<file path="config.mk">
export PLATFORM = sky130hd
export DESIGN_NAME = ecg_regs
export DESIGN_NICKNAME = d
export VERILOG_FILES = /design/src/core/ecg_regs.v
export VERILOG_INCLUDE_DIRS = /design/src /design/src/core
export SDC_FILE = /design/constraint.sdc
export NUM_CORES = 1
export LEC_CHECK = 0
export BUFFER_PORTS_ARGS = -buffer_cell sky130_fd_sc_hd__buf_2
export CAP_MARGIN = 30
export CORE_MARGIN = 5
export CORE_UTILIZATION = 45
export CTS_CLUSTER_DIAMETER = 40
export DETAILED_ROUTE_END_ITERATION = 8
export GPL_ROUTABILITY_DRIVEN = 0
export PLACE_DENSITY_LB_ADDON = 0.15
export SYNTH_ARGS = -nofsm -noshare
export SYNTH_HDL_FRONTEND = slang
export SYNTH_SLANG_ARGS = --single-unit
</file>
<file path="constraint.sdc">
create_clock -name mclk -period 6.1 [get_ports mclk]
set_clock_uncertainty 0.05 [all_clocks]
set_input_delay 0.305 -clock mclk [delete_from_list [all_inputs] [get_ports mclk]]
set_output_delay 0.305 -clock mclk [all_outputs]
set_load 0.02 [all_outputs]
</file>
<file path="src/core/ecg_consts.vh">
`ifndef ECG_CONSTS_VH
`define ECG_CONSTS_VH
// Register byte offsets within the control register group.
`define ECG_OFF_ID        12'h000
`define ECG_OFF_REV       12'h004
`define ECG_OFF_GCS       12'h010
`define ECG_OFF_CPU_ADDR  12'h070
`define ECG_OFF_CPU_ATTR  12'h074
`define ECG_OFF_PCI_ADDR  12'h078
`define ECG_OFF_PCI_ATTR  12'h07c
// Identity codes; the values are arbitrary.
`define ECG_MAKER_CODE    16'h5a5a
`define ECG_PART_CODE     16'h0c3e
`define ECG_REV_CODE      8'h11
// Master ID encoding.
`define ECG_MID_CPU0      2'h0
`define ECG_MID_CPU1      2'h1
`define ECG_MID_EXTL      2'h2
`define ECG_MID_SELF      2'h3
// Global control and status field positions.
`define ECG_GCS_PUR       31
`define ECG_GCS_PBR       30
`define ECG_GCS_AUX       29
`define ECG_GCS_SWR       28
`define ECG_GCS_STRAP_LSB 24
`define ECG_GCS_AOR       23
`define ECG_GCS_BURST_LSB 20
`define ECG_GCS_TMR_LSB   18
`define ECG_GCS_MID_LSB   16
`define ECG_GCS_RAT_LSB   13
// Reset values of writable fields.
`define ECG_BURST_RST     2'h1
`define ECG_TMR_RST       2'h0
// Burst sizes in bytes and bus beat size.
`define ECG_BURST_64      10'd64
`define ECG_BURST_128     10'd128
`define ECG_BURST_256     10'd256
`define ECG_BEAT_BYTES    10'd32
// Address bus timer lengths in microseconds, clock 100 MHz; address-only wait in clocks.
`define ECG_CLK_MHZ       100
`define ECG_TMR_256_US    256
`define ECG_TMR_64_US     64
`define ECG_TMR_8_US      8
`define ECG_AO_WAIT_CLKS  4'd8
`endif

</file>
<file path="src/core/ecg_regs.v">
`include "ecg_consts.vh"
module ecg_regs #(
  parameter TMR_256_CLKS = `ECG_TMR_256_US * `ECG_CLK_MHZ,
  parameter TMR_64_CLKS  = `ECG_TMR_64_US * `ECG_CLK_MHZ,
  parameter TMR_8_CLKS   = `ECG_TMR_8_US * `ECG_CLK_MHZ
) (
  // Clock and resets
  input  wire        mclk,
  input  wire        sys_rst,
  input  wire        local_rst,
  input  wire        pbr_src,
  input  wire        aux_src,
  input  wire        swr_src,
  input  wire [3:0]  strap_pins,
  input  wire        aor_strap,
  // Register access
  input  wire        reg_sel,
  input  wire        reg_wr,
  input  wire [11:0] reg_addr,
  input  wire [31:0] reg_wdata,
  input  wire [3:0]  reg_be,
  output reg  [31:0] reg_rdata,
  // Error status and capture sources
  input  wire        err_status_any,
  input  wire        err_event,
  input  wire        err_is_timeout,
  input  wire        err_is_pci_abort_retry,
  input  wire [31:0] cpu_addr,
  input  wire [1:0]  cpu_mid,
  input  wire        cpu_dma,
  input  wire        cpu_desc,
  input  wire        cpu_dir,
  input  wire        cpu_single,
  input  wire [2:0]  cpu_tsize,
  input  wire [4:0]  cpu_ttype,
  input  wire [31:0] pci_addr,
  input  wire        pci_dma,
  input  wire        pci_dir,
  input  wire [3:0]  pci_cmd,
  // Arbitration
  input  wire        ext_arb_mode,
  input  wire [3:0]  ext_arb_pins,
  input  wire [1:0]  int_arb_mid,
  input  wire        master_want,
  input  wire        master_beat,
  input  wire        other_req,
  output reg         master_req,
  output reg  [1:0]  cur_mid,
  // Address bus timer and address-only response
  input  wire        addr_start,
  input  wire        addr_ack,
  input  wire        ao_cycle,
  input  wire        ao_own,
  input  wire        ao_other_ack,
  output reg         ao_ack,
  output reg         bus_timeout,
  output reg  [1:0]  burst_size,
  output reg  [1:0]  timer_setting
);

  //----------------------------------------------------------------
  // Reset-time capture
  //----------------------------------------------------------------
  reg        pur_q;
  reg        pbr_q;
  reg        aux_q;
  reg        swr_q;
  reg  [3:0] strap_q;
  reg        aor_q;
  reg        pwr_seen_q;
  reg        loc_seen_q;
  wire       gcs_wr = reg_sel && reg_wr && (reg_addr == `ECG_OFF_GCS);

  always @(posedge mclk or posedge sys_rst) begin
    if (sys_rst) begin
      pur_q      <= 1'b1;
      pbr_q      <= 1'b0;
      aux_q      <= 1'b0;
      swr_q      <= 1'b0;
      strap_q    <= 4'h0;
      aor_q      <= 1'b0;
      pwr_seen_q <= 1'b0;
      loc_seen_q <= 1'b0;
    end else begin
      if (!pwr_seen_q) begin
        pwr_seen_q <= 1'b1;
        strap_q    <= strap_pins;
        aor_q      <= aor_strap;
      end
      if (local_rst && !loc_seen_q) begin
        pbr_q <= pbr_src;
        aux_q <= aux_src;
        swr_q <= swr_src;
      end
      loc_seen_q <= local_rst;
      if (gcs_wr && reg_be[3] && (reg_wdata[31:24] == 8'h80))
        pur_q <= 1'b0;
    end
  end

  //----------------------------------------------------------------
  // Writable control fields
  //----------------------------------------------------------------
  always @(posedge mclk or posedge sys_rst) begin
    if (sys_rst) begin
      burst_size    <= `ECG_BURST_RST;
      timer_setting <= `ECG_TMR_RST;
    end else if (local_rst) begin
      burst_size    <= `ECG_BURST_RST;
      timer_setting <= `ECG_TMR_RST;
    end else if (gcs_wr && reg_be[2]) begin
      burst_size    <= reg_wdata[`ECG_GCS_BURST_LSB+1:`ECG_GCS_BURST_LSB];
      timer_setting <= reg_wdata[`ECG_GCS_TMR_LSB+1:`ECG_GCS_TMR_LSB];
    end
  end

  //----------------------------------------------------------------
  // Error capture
  //----------------------------------------------------------------
  reg [31:0] cpu_addr_q;
  reg [31:0] cpu_attr_q;
  reg [31:0] pci_addr_q;
  reg [31:0] pci_attr_q;
  wire       self_to = err_is_timeout && (cpu_mid == `ECG_MID_SELF);
  wire       c_dma   = self_to && cpu_dma;
  wire       p_dma   = err_is_pci_abort_retry && pci_dma;

  always @(posedge mclk or posedge sys_rst) begin
    if (sys_rst) begin
      cpu_addr_q <= 32'h0;
      cpu_attr_q <= 32'h0;
      pci_addr_q <= 32'h0;
      pci_attr_q <= 32'h0;
    end else if (err_event && !err_status_any) begin
      cpu_addr_q <= cpu_addr;
      cpu_attr_q <= {cpu_mid, 2'h0, c_dma, c_dma && cpu_desc, c_dma && cpu_dir,
                     cpu_single, 5'h0, cpu_tsize, 3'h0, cpu_ttype, 8'h0};
      pci_addr_q <= pci_addr;
      pci_attr_q <= {p_dma, p_dma && pci_dir, 2'h0, pci_cmd, 24'h0};
    end
  end

  //----------------------------------------------------------------
  // Current master and request throttling
  //----------------------------------------------------------------
  reg [3:0] beat_cnt_q;
  reg       drop_q;
  reg [3:0] beats_lim;
  // Last beat index of each burst size; only the low four bits are ever used.
  wire [9:0] beats_64  = (`ECG_BURST_64 / `ECG_BEAT_BYTES) - 10'd1;
  wire [9:0] beats_128 = (`ECG_BURST_128 / `ECG_BEAT_BYTES) - 10'd1;
  wire [9:0] beats_256 = (`ECG_BURST_256 / `ECG_BEAT_BYTES) - 10'd1;

  always @* begin
    case (burst_size)
      2'h0:    beats_lim = beats_64[3:0];
      2'h1:    beats_lim = beats_128[3:0];
      default: beats_lim = beats_256[3:0];
    endcase
  end

  always @(posedge mclk or posedge sys_rst) begin
    if (sys_rst) begin
      cur_mid    <= `ECG_MID_CPU0;
      master_req <= 1'b0;
      beat_cnt_q <= 4'h0;
      drop_q     <= 1'b0;
    end else begin
      cur_mid <= ext_arb_mode ? ext_arb_pins[1:0] : int_arb_mid;
      if (drop_q) begin
        drop_q     <= 1'b0;
        master_req <= master_want;
      end else if (master_want && master_beat && burst_size != 2'h3 &&
                   beat_cnt_q == beats_lim) begin
        beat_cnt_q <= 4'h0;
        drop_q     <= other_req;
        master_req <= !other_req;
      end else begin
        master_req <= master_want;
        if (master_want && master_beat)
          beat_cnt_q <= beat_cnt_q + 4'h1;
        else if (!master_want)
          beat_cnt_q <= 4'h0;
      end
    end
  end

  //----------------------------------------------------------------
  // Address bus timer and address-only response
  //----------------------------------------------------------------
  reg [31:0] tmr_q;
  reg        tmr_run_q;
  reg [3:0]  ao_cnt_q;
  reg [31:0] tmr_lim;

  always @* begin
    case (timer_setting)
      2'h0:    tmr_lim = TMR_256_CLKS;
      2'h1:    tmr_lim = TMR_64_CLKS;
      default: tmr_lim = TMR_8_CLKS;
    endcase
  end

  always @(posedge mclk or posedge sys_rst) begin
    if (sys_rst) begin
      tmr_q       <= 32'h0;
      tmr_run_q   <= 1'b0;
      bus_timeout <= 1'b0;
      ao_cnt_q    <= 4'h0;
      ao_ack      <= 1'b0;
    end else begin
      bus_timeout <= 1'b0;
      if (addr_start && timer_setting != 2'h3) begin
        tmr_run_q <= 1'b1;
        tmr_q     <= 32'h0;
      end else if (tmr_run_q) begin
        if (addr_ack || timer_setting == 2'h3) begin
          tmr_run_q <= 1'b0;
        end else if (tmr_q >= tmr_lim - 32'h1) begin
          tmr_run_q   <= 1'b0;
          bus_timeout <= 1'b1;
        end else begin
          tmr_q <= tmr_q + 32'h1;
        end
      end
      ao_ack <= 1'b0;
      if (!ao_cycle || ao_other_ack) begin
        ao_cnt_q <= 4'h0;
      end else if (ao_own) begin
        ao_ack <= 1'b1;
      end else if (aor_q) begin
        if (ao_cnt_q == `ECG_AO_WAIT_CLKS - 4'h1)
          ao_ack <= 1'b1;
        else
          ao_cnt_q <= ao_cnt_q + 4'h1;
      end
    end
  end

  //----------------------------------------------------------------
  // Read path
  //----------------------------------------------------------------
  always @(posedge mclk or posedge sys_rst) begin
    if (sys_rst) begin
      reg_rdata <= 32'h0;
    end else if (reg_sel && !reg_wr) begin
      if (reg_addr == `ECG_OFF_ID)
        reg_rdata <= {`ECG_MAKER_CODE, `ECG_PART_CODE};
      else if (reg_addr == `ECG_OFF_REV)
        reg_rdata <= {8'h0, `ECG_REV_CODE, 16'h0};
      else if (reg_addr == `ECG_OFF_GCS)
        reg_rdata <= {pur_q, pbr_q, aux_q, swr_q, strap_q, aor_q, 1'b0,
                      burst_size, timer_setting, cur_mid, 16'h0};
      else if (reg_addr == `ECG_OFF_CPU_ADDR)
        reg_rdata <= cpu_addr_q;
      else if (reg_addr == `ECG_OFF_CPU_ATTR)
        reg_rdata <= cpu_attr_q;
      else if (reg_addr == `ECG_OFF_PCI_ADDR)
        reg_rdata <= pci_addr_q;
      else if (reg_addr == `ECG_OFF_PCI_ATTR)
        reg_rdata <= pci_attr_q;
      else
        reg_rdata <= 32'h0;
    end
  end

endmodule

</file>
# After elaboration in Yosys (flattened, before gate mapping)
# Cells that the tools add are included.
# W data, S select, Z words.
[op_classes]
addsub = 4
bitwise_logic = 1
n_mux = 41
n_lt_le_gt_ge = 1
n_reduce_logical = 34
n_eq_ne = 20
[op_table]
columns = ["operator", "n"]
rows = [
  ["$mux W32", 11],
  ["$eq A12 B7 Y1 const B", 4],
  ["$add A32 B1 Y32 const B", 1],
  ["$ge A32 B32 Y1", 1],
  ["$sub A32 B1 Y32 const B", 1],
  ["$pmux W15 S2", 1],
  ["$mux W4", 7],
  ["$logic_and A1 B1 Y1", 18],
  ["$mux W1", 16],
  ["$eq A12 B3 Y1 const B", 1],
  ["$eq A12 B5 Y1 const B", 1],
  ["$logic_not A12 Y1", 1],
  ["$mux W2", 5],
  ["$ne A2 B2 Y1 const B", 5],
  ["$add A4 B1 Y4 const B", 2],
  ["$eq A8 B8 Y1 const B", 1],
  ["$pmux W3 S2", 1],
  ["$reduce_and A3 Y1", 2],
  ["$reduce_bool A2 Y1", 3],
  ["$logic_not A1 Y1", 5],
  ["$eq A2 B1 Y1 const B", 2],
  ["$eq A2 B2 Y1 const B", 2],
  ["$eq A4 B3 Y1 const B", 1],
  ["$eq A4 B4 Y1", 1],
  ["6 further kinds", 8],
]
[word_totals]
register_bits = 178
inputBits = 164
output_inout_bits = 41

# Longest topological paths before layout
[depth]
word_depth = 8
depth_mapped = 9

# Least setup slack after synthesis
# No wires, ideal clock.
[synth_timing]
path_kind = "reg2reg"
from = "register timer_setting[0]"
to = "register tmr_q[0]"
path_buffers = 2
period_less_slack_ns = 2.664
required_time_ns = 5.972
path_stages_with_launch = 9
arrival_ns = 2.536
slack_ns = 3.436
cell_sequence = "dfrtp_1 or2_2 ha_1 nand4_1 nor4b_1 clkbuf_1 clkbuf_1 o31ai_1 a21oi_1"
[synth_between]
elab_chain_len = 6
[synth_lines]
columns = ["item", "line_no", "rtl"]
rows = [
  ["from (decl)", "ecg_regs.v:58", "output reg [1:0] timer_setting"],
  ["from (signal assigned)", "ecg_regs.v:107", "timer_setting <= `ECG_TMR_RST;"],
  ["from (signal assigned)", "ecg_regs.v:110", "timer_setting <= `ECG_TMR_RST;"],
  ["from (signal assigned)", "ecg_regs.v:113", "timer_setting <= reg_wdata[`ECG_GCS_TMR_LSB+1:`ECG_GCS_TMR_LSB];"],
  ["$eq A2 B1 Y1 or $logic_not A2 Y1 (tied branches)", "ecg_regs.v:197", "case (timer_setting)"],
  ["$pmux W15 S2", "ecg_regs.v:197", ""],
  ["$sub A32 B1 Y32", "ecg_regs.v:219", "end else if (tmr_q >= tmr_lim - 32'h1) begin"],
  ["$ge A32 B32 Y1", "ecg_regs.v:219", ""],
  ["$ne A2 B2 Y1 (no source line)", "-", ""],
  ["$reduce_and A3 Y1 (no source line)", "-", ""],
  ["to (signal assigned)", "ecg_regs.v:223", "tmr_q <= tmr_q + 32'h1;"],
  ["to (decl)", "ecg_regs.v:191", "reg [31:0] tmr_q;"],
]
# Parallel ways exist; a longest one is shown, timed or not.
# A chain may end at the register's enable or synchronous reset.

# Worst setup path in the final report
[layout_timing]
from = "register timer_setting[1]"
to = "register tmr_q[15]"
# Same word-level chain as after synthesis.

==> insert_results.sql <==
INSERT INTO impl_metrics (metric_group, metric, value, unit) VALUES
('status', 'result_of_the_run', 'complete, no violations', ''),
('pwr', 'p_sw', '0.699', 'mW'),
('cells_and_area', 'drive_gt1_share', '23.8', '%'),
('logic_synthesis', 'part_of_the_yosys_area_used_for_sequential_elements', '55.2', '%'),
('logic_synthesis', 'ys_warn_count', '0', ''),
('critical_path', 'worst_path_dominant_cell_family', 'simple AND/OR/NAND/NOR gates', ''),
('floorplanning', 'initial_core_utilization', '45.4', '%'),
('detailed_routing', 'drc', '0', ''),
('grt', 'grt_antenna_before_repair', '2', ''),
('grt', 'first_global_vias', '6794', ''),
('logic_synthesis', 'synth_cell_type_count', '58', ''),
('sta', 'timing.final.crit_period', '3.20', 'ns'),
('clock_network', 'cts_buffer_depth', '2', ''),
('sta', 'setup_viol_count_final', '0', ''),
('logic_synthesis', 'synth-seq-cells', '178', ''),
('critical_path', 'start_to_end_type_of_the_worst_setup_path', 'register to register', ''),
('sta', 'max_clock_freq', '312', 'MHz'),
('floorplanning', 'fp.dieW', '144', 'um'),
('sta', 'post-route-period-util', '52.5', '%'),
('detailed_routing', 'topRoutingLayerUsed', 'met4', ''),
('detailed_routing', 'detail_route.vias_per_cell', '5.26', ''),
('cells_and_area', 'final_common_cell', 'nand2_1', ''),
('critical_path', 'arrival', '3.49', 'ns'),
('logic_synthesis', 'synth_edf_count', '0', ''),
('clock_network', 'clkSlewWorstSetupHoldPaths', '0.07', 'ns'),
('worst_hold_path', 'worst_min_delay_path_category', 'input port to register', ''),
('clock_network', 'clock_latency_late_sink', '0.43', 'ns'),
('logic_synthesis', 'ys.flop_type', 'dfrtp_1', ''),
('clock_network', 'cts_tree', 'yes', ''),
('placement', 'place_ws', '2.96', 'ns'),
('logic_synthesis', 'synthesis.instances', '851', ''),
('pwr', 'leakage', '5.02', 'nW'),
('pwr', 'pwr-share-clk', '39.8', '%'),
('pwr', 'power.internal', '1.98', 'mW'),
('clock_network', 'clock_sink_count', '178', ''),
('floorplanning', 'dieArea', '20700', 'um2'),
('detailed_routing', 'wl_per_cell', '16.5', 'um'),
('pwr', 'sw_frac_of_total', '26.1', '%'),
('critical_path', 'cp.required', '6.39', 'ns'),
('cells_and_area', 'layout-area-overhead-vs-synth', '25.0', '%'),
('sta', 'unrepaired_setup_endpoints_after_global_routing', 'false', ''),
('logic_synthesis', 'fraction_of_registers_with_async_set_or_reset_after_synthesis', '100', '%'),
('grt', 'grt-ovfl-total', '0', ''),
('placement', 'io_buffers', '180', ''),
('pwr', 'power.sequential.fraction', '49.4', '%'),
('grt', 'first_pass_grt_wire_length', '34500', 'um'),
('placement', 'dp_hpwl', '14400', 'um'),
('cells_and_area', 'finish.net_count', '1220', ''),
('critical_path', 'timing.critical_path.slowest_cell_delay', '0.70', 'ns'),
('grt', 'gr-usage-all-layers', '21.3', '%'),
('floorplanning', 'die_height', '144', 'um'),
('floorplanning', 'floorplan.rows', '49', ''),
('clock_network', 'htreeDepth', '4', ''),
('detailed_routing', 'wl_met2', '10200', 'um'),
('cells_and_area', 'layout_common_cells', 'nand2_1 (262), buf_2 (180), dfrtp_1 (176)', ''),
('logic_synthesis', 'post_synth.cell_area_avg', '9.48', 'um2'),
('pwr', 'power_frac_comb', '10.8', '%'),
('sta', 'setup_ws', '2.90', 'ns'),
('detailed_routing', 'routedLengthMet1', '9060', 'um'),
('detailed_routing', 'final_antenna_net_count', '0', ''),
('critical_path', 'crit_path_start_kind', 'register', ''),
('clock_network', 'clk_tree_root_cell', 'clkbuf_16', ''),
('critical_path', 'number_of_buffer_and_inverter_stages_on_the_critical_path', '0', ''),
('sta', 'slew_headroom', '37.3', '%'),
('detailed_routing', 'route.met3.wl', '1350', 'um'),
('detailed_routing', 'route.vias.total', '6768', ''),
('sta', 'final-max-slew-violation-count', '0', ''),
('floorplanning', 'ios', '205', ''),
('sta', 'hold_violations', '0', ''),
('critical_path', 'crit_path_end_kind', 'register', ''),
('clock_network', 'cts_inserted_buffers', '17', '');
-- tightest hold or removal path: cells and delay by family --
kind | cells | cell delay, ns
buffers and inverters | 1 | 0.07
AND/OR/NAND/NOR | 2 | 0.09
-- registers in the layout (all words and copies together) (netlist names), 2 cells and up --
signal / cells
timer_setting: 2
cur_mid: 2
reg_rdata: 32
strap_q: 4
ao_cnt_q: 4
burst_size: 2
cpu_attr_q: 14
beat_cnt_q: 4
pci_addr_q: 32
tmr_q: 32
cpu_addr_q: 32
pci_attr_q: 6
-- cells by family after synthesis --
| family | synth area share [%] |
|---|---|
| AND/OR/NAND/NOR | 24.2 |
| flip-flops | 55.2 |
| AO/OA/AOI/OAI | 11.4 |
| buffers and inverters | 2.95 |
| multiplexers | 3.64 |
| adder cells (fa/ha/maj) | 2.17 |
| XOR/XNOR | 0.326 |
| other | 0.0465 |
-- path summary, 6_finish.rpt --
check                                  from        endpoint  slack [ns]  depth (start not counted)
max                        timer_setting[1]       tmr_q[15]        2.90                          7
min                             cpu_addr[0]   cpu_addr_q[0]        0.02                          3
max reg2reg                timer_setting[1]       tmr_q[15]        2.90                          7
min reg2reg                  cpu_addr_q[28]  cpu_addr_q[28]        0.42                          2
max in group asynchronous           sys_rst   reg_rdata[10]        4.91                          5
min in group asynchronous           sys_rst           aor_q        0.31                          3
-- Yosys cell counts, drive strengths merged, types with 3 or more instances --
library cell	n	area share, %
mux2	17	2.4
nand4	17	1.4
nor3	9	0.56
nor2b	11	0.85
or4	18	1.7
and2	21	1.6
o21ai	34	2.1
nand2b	11	0.85
nand2	262	12
inv	14	0.65
o22ai	3	0.23
nand3	18	1.1
a21oi	36	2.2
ha	14	2.2
a222oi	9	1.1
and3	3	0.23
mux2i	8	0.99
nor4	5	0.39
dfrtp	176	55
o31ai	16	1.5
a22o	9	0.98
buf	6	0.29
clkbuf	43	2.0
a22oi	15	1.4
nor2	39	1.8
-- metrics by stage --
step	utilization (%)	hold slack, ns	area [um2]	total power, mW	instances
final	56.8	0.0178	10100	2.68	1286
after global routing	56.8	0.0133	10100	2.80	1286
after CTS	56.4	0.0000959	10000	2.70	1281
after detailed placement	51.5	0.409	9160	1.62	1220
after global placement	51.5	0.399	9150	1.61	1219
after floorplan	-	0.286	8080	1.50	853
-- final cells by class --
cell class / instances / area, um2
antenna: 2 / 5.00
clock buffer: 20 / 447
clock inverter: 12 / 123
fill: 1602 / 7690
inverter: 14 / 57.6
multi-input combinational: 612 / 3410
sequential: 178 / 4460
tap: 229 / 287
timing repair buffer: 219 / 1310
-- power groups by stage --
| stage | combinational [mW] | sequential, mW | clock [mW] |
|---|---|---|---|
| global placement | 0.270 | 1.34 | 0 |
| finish | 0.289 | 1.32 | 1.06 |
| global route | 0.330 | 1.33 | 1.14 |
| detailed placement | 0.273 | 1.34 | 0 |
| floorplan | 0.152 | 1.34 | 0 |
| CTS | 0.289 | 1.32 | 1.09 |
-- layer usage --
layer | GRT usage [%] | vias to the layer above
li1 | - | 3324
met1 | 28.5 | 3228
met5 | 0 | -
met2 | 33.8 | 178
met3 | 5.09 | 38
met4 | 7.78 | 0
-- timing repair --
item                                   4_1_cts  5_1_grt
endpoints found under the hold margin       29       19
resized for setup                            0        0
hold buffers                                29        1
setup buffers                                0        0
No activity file was read; power rests on OpenSTA's default activity.
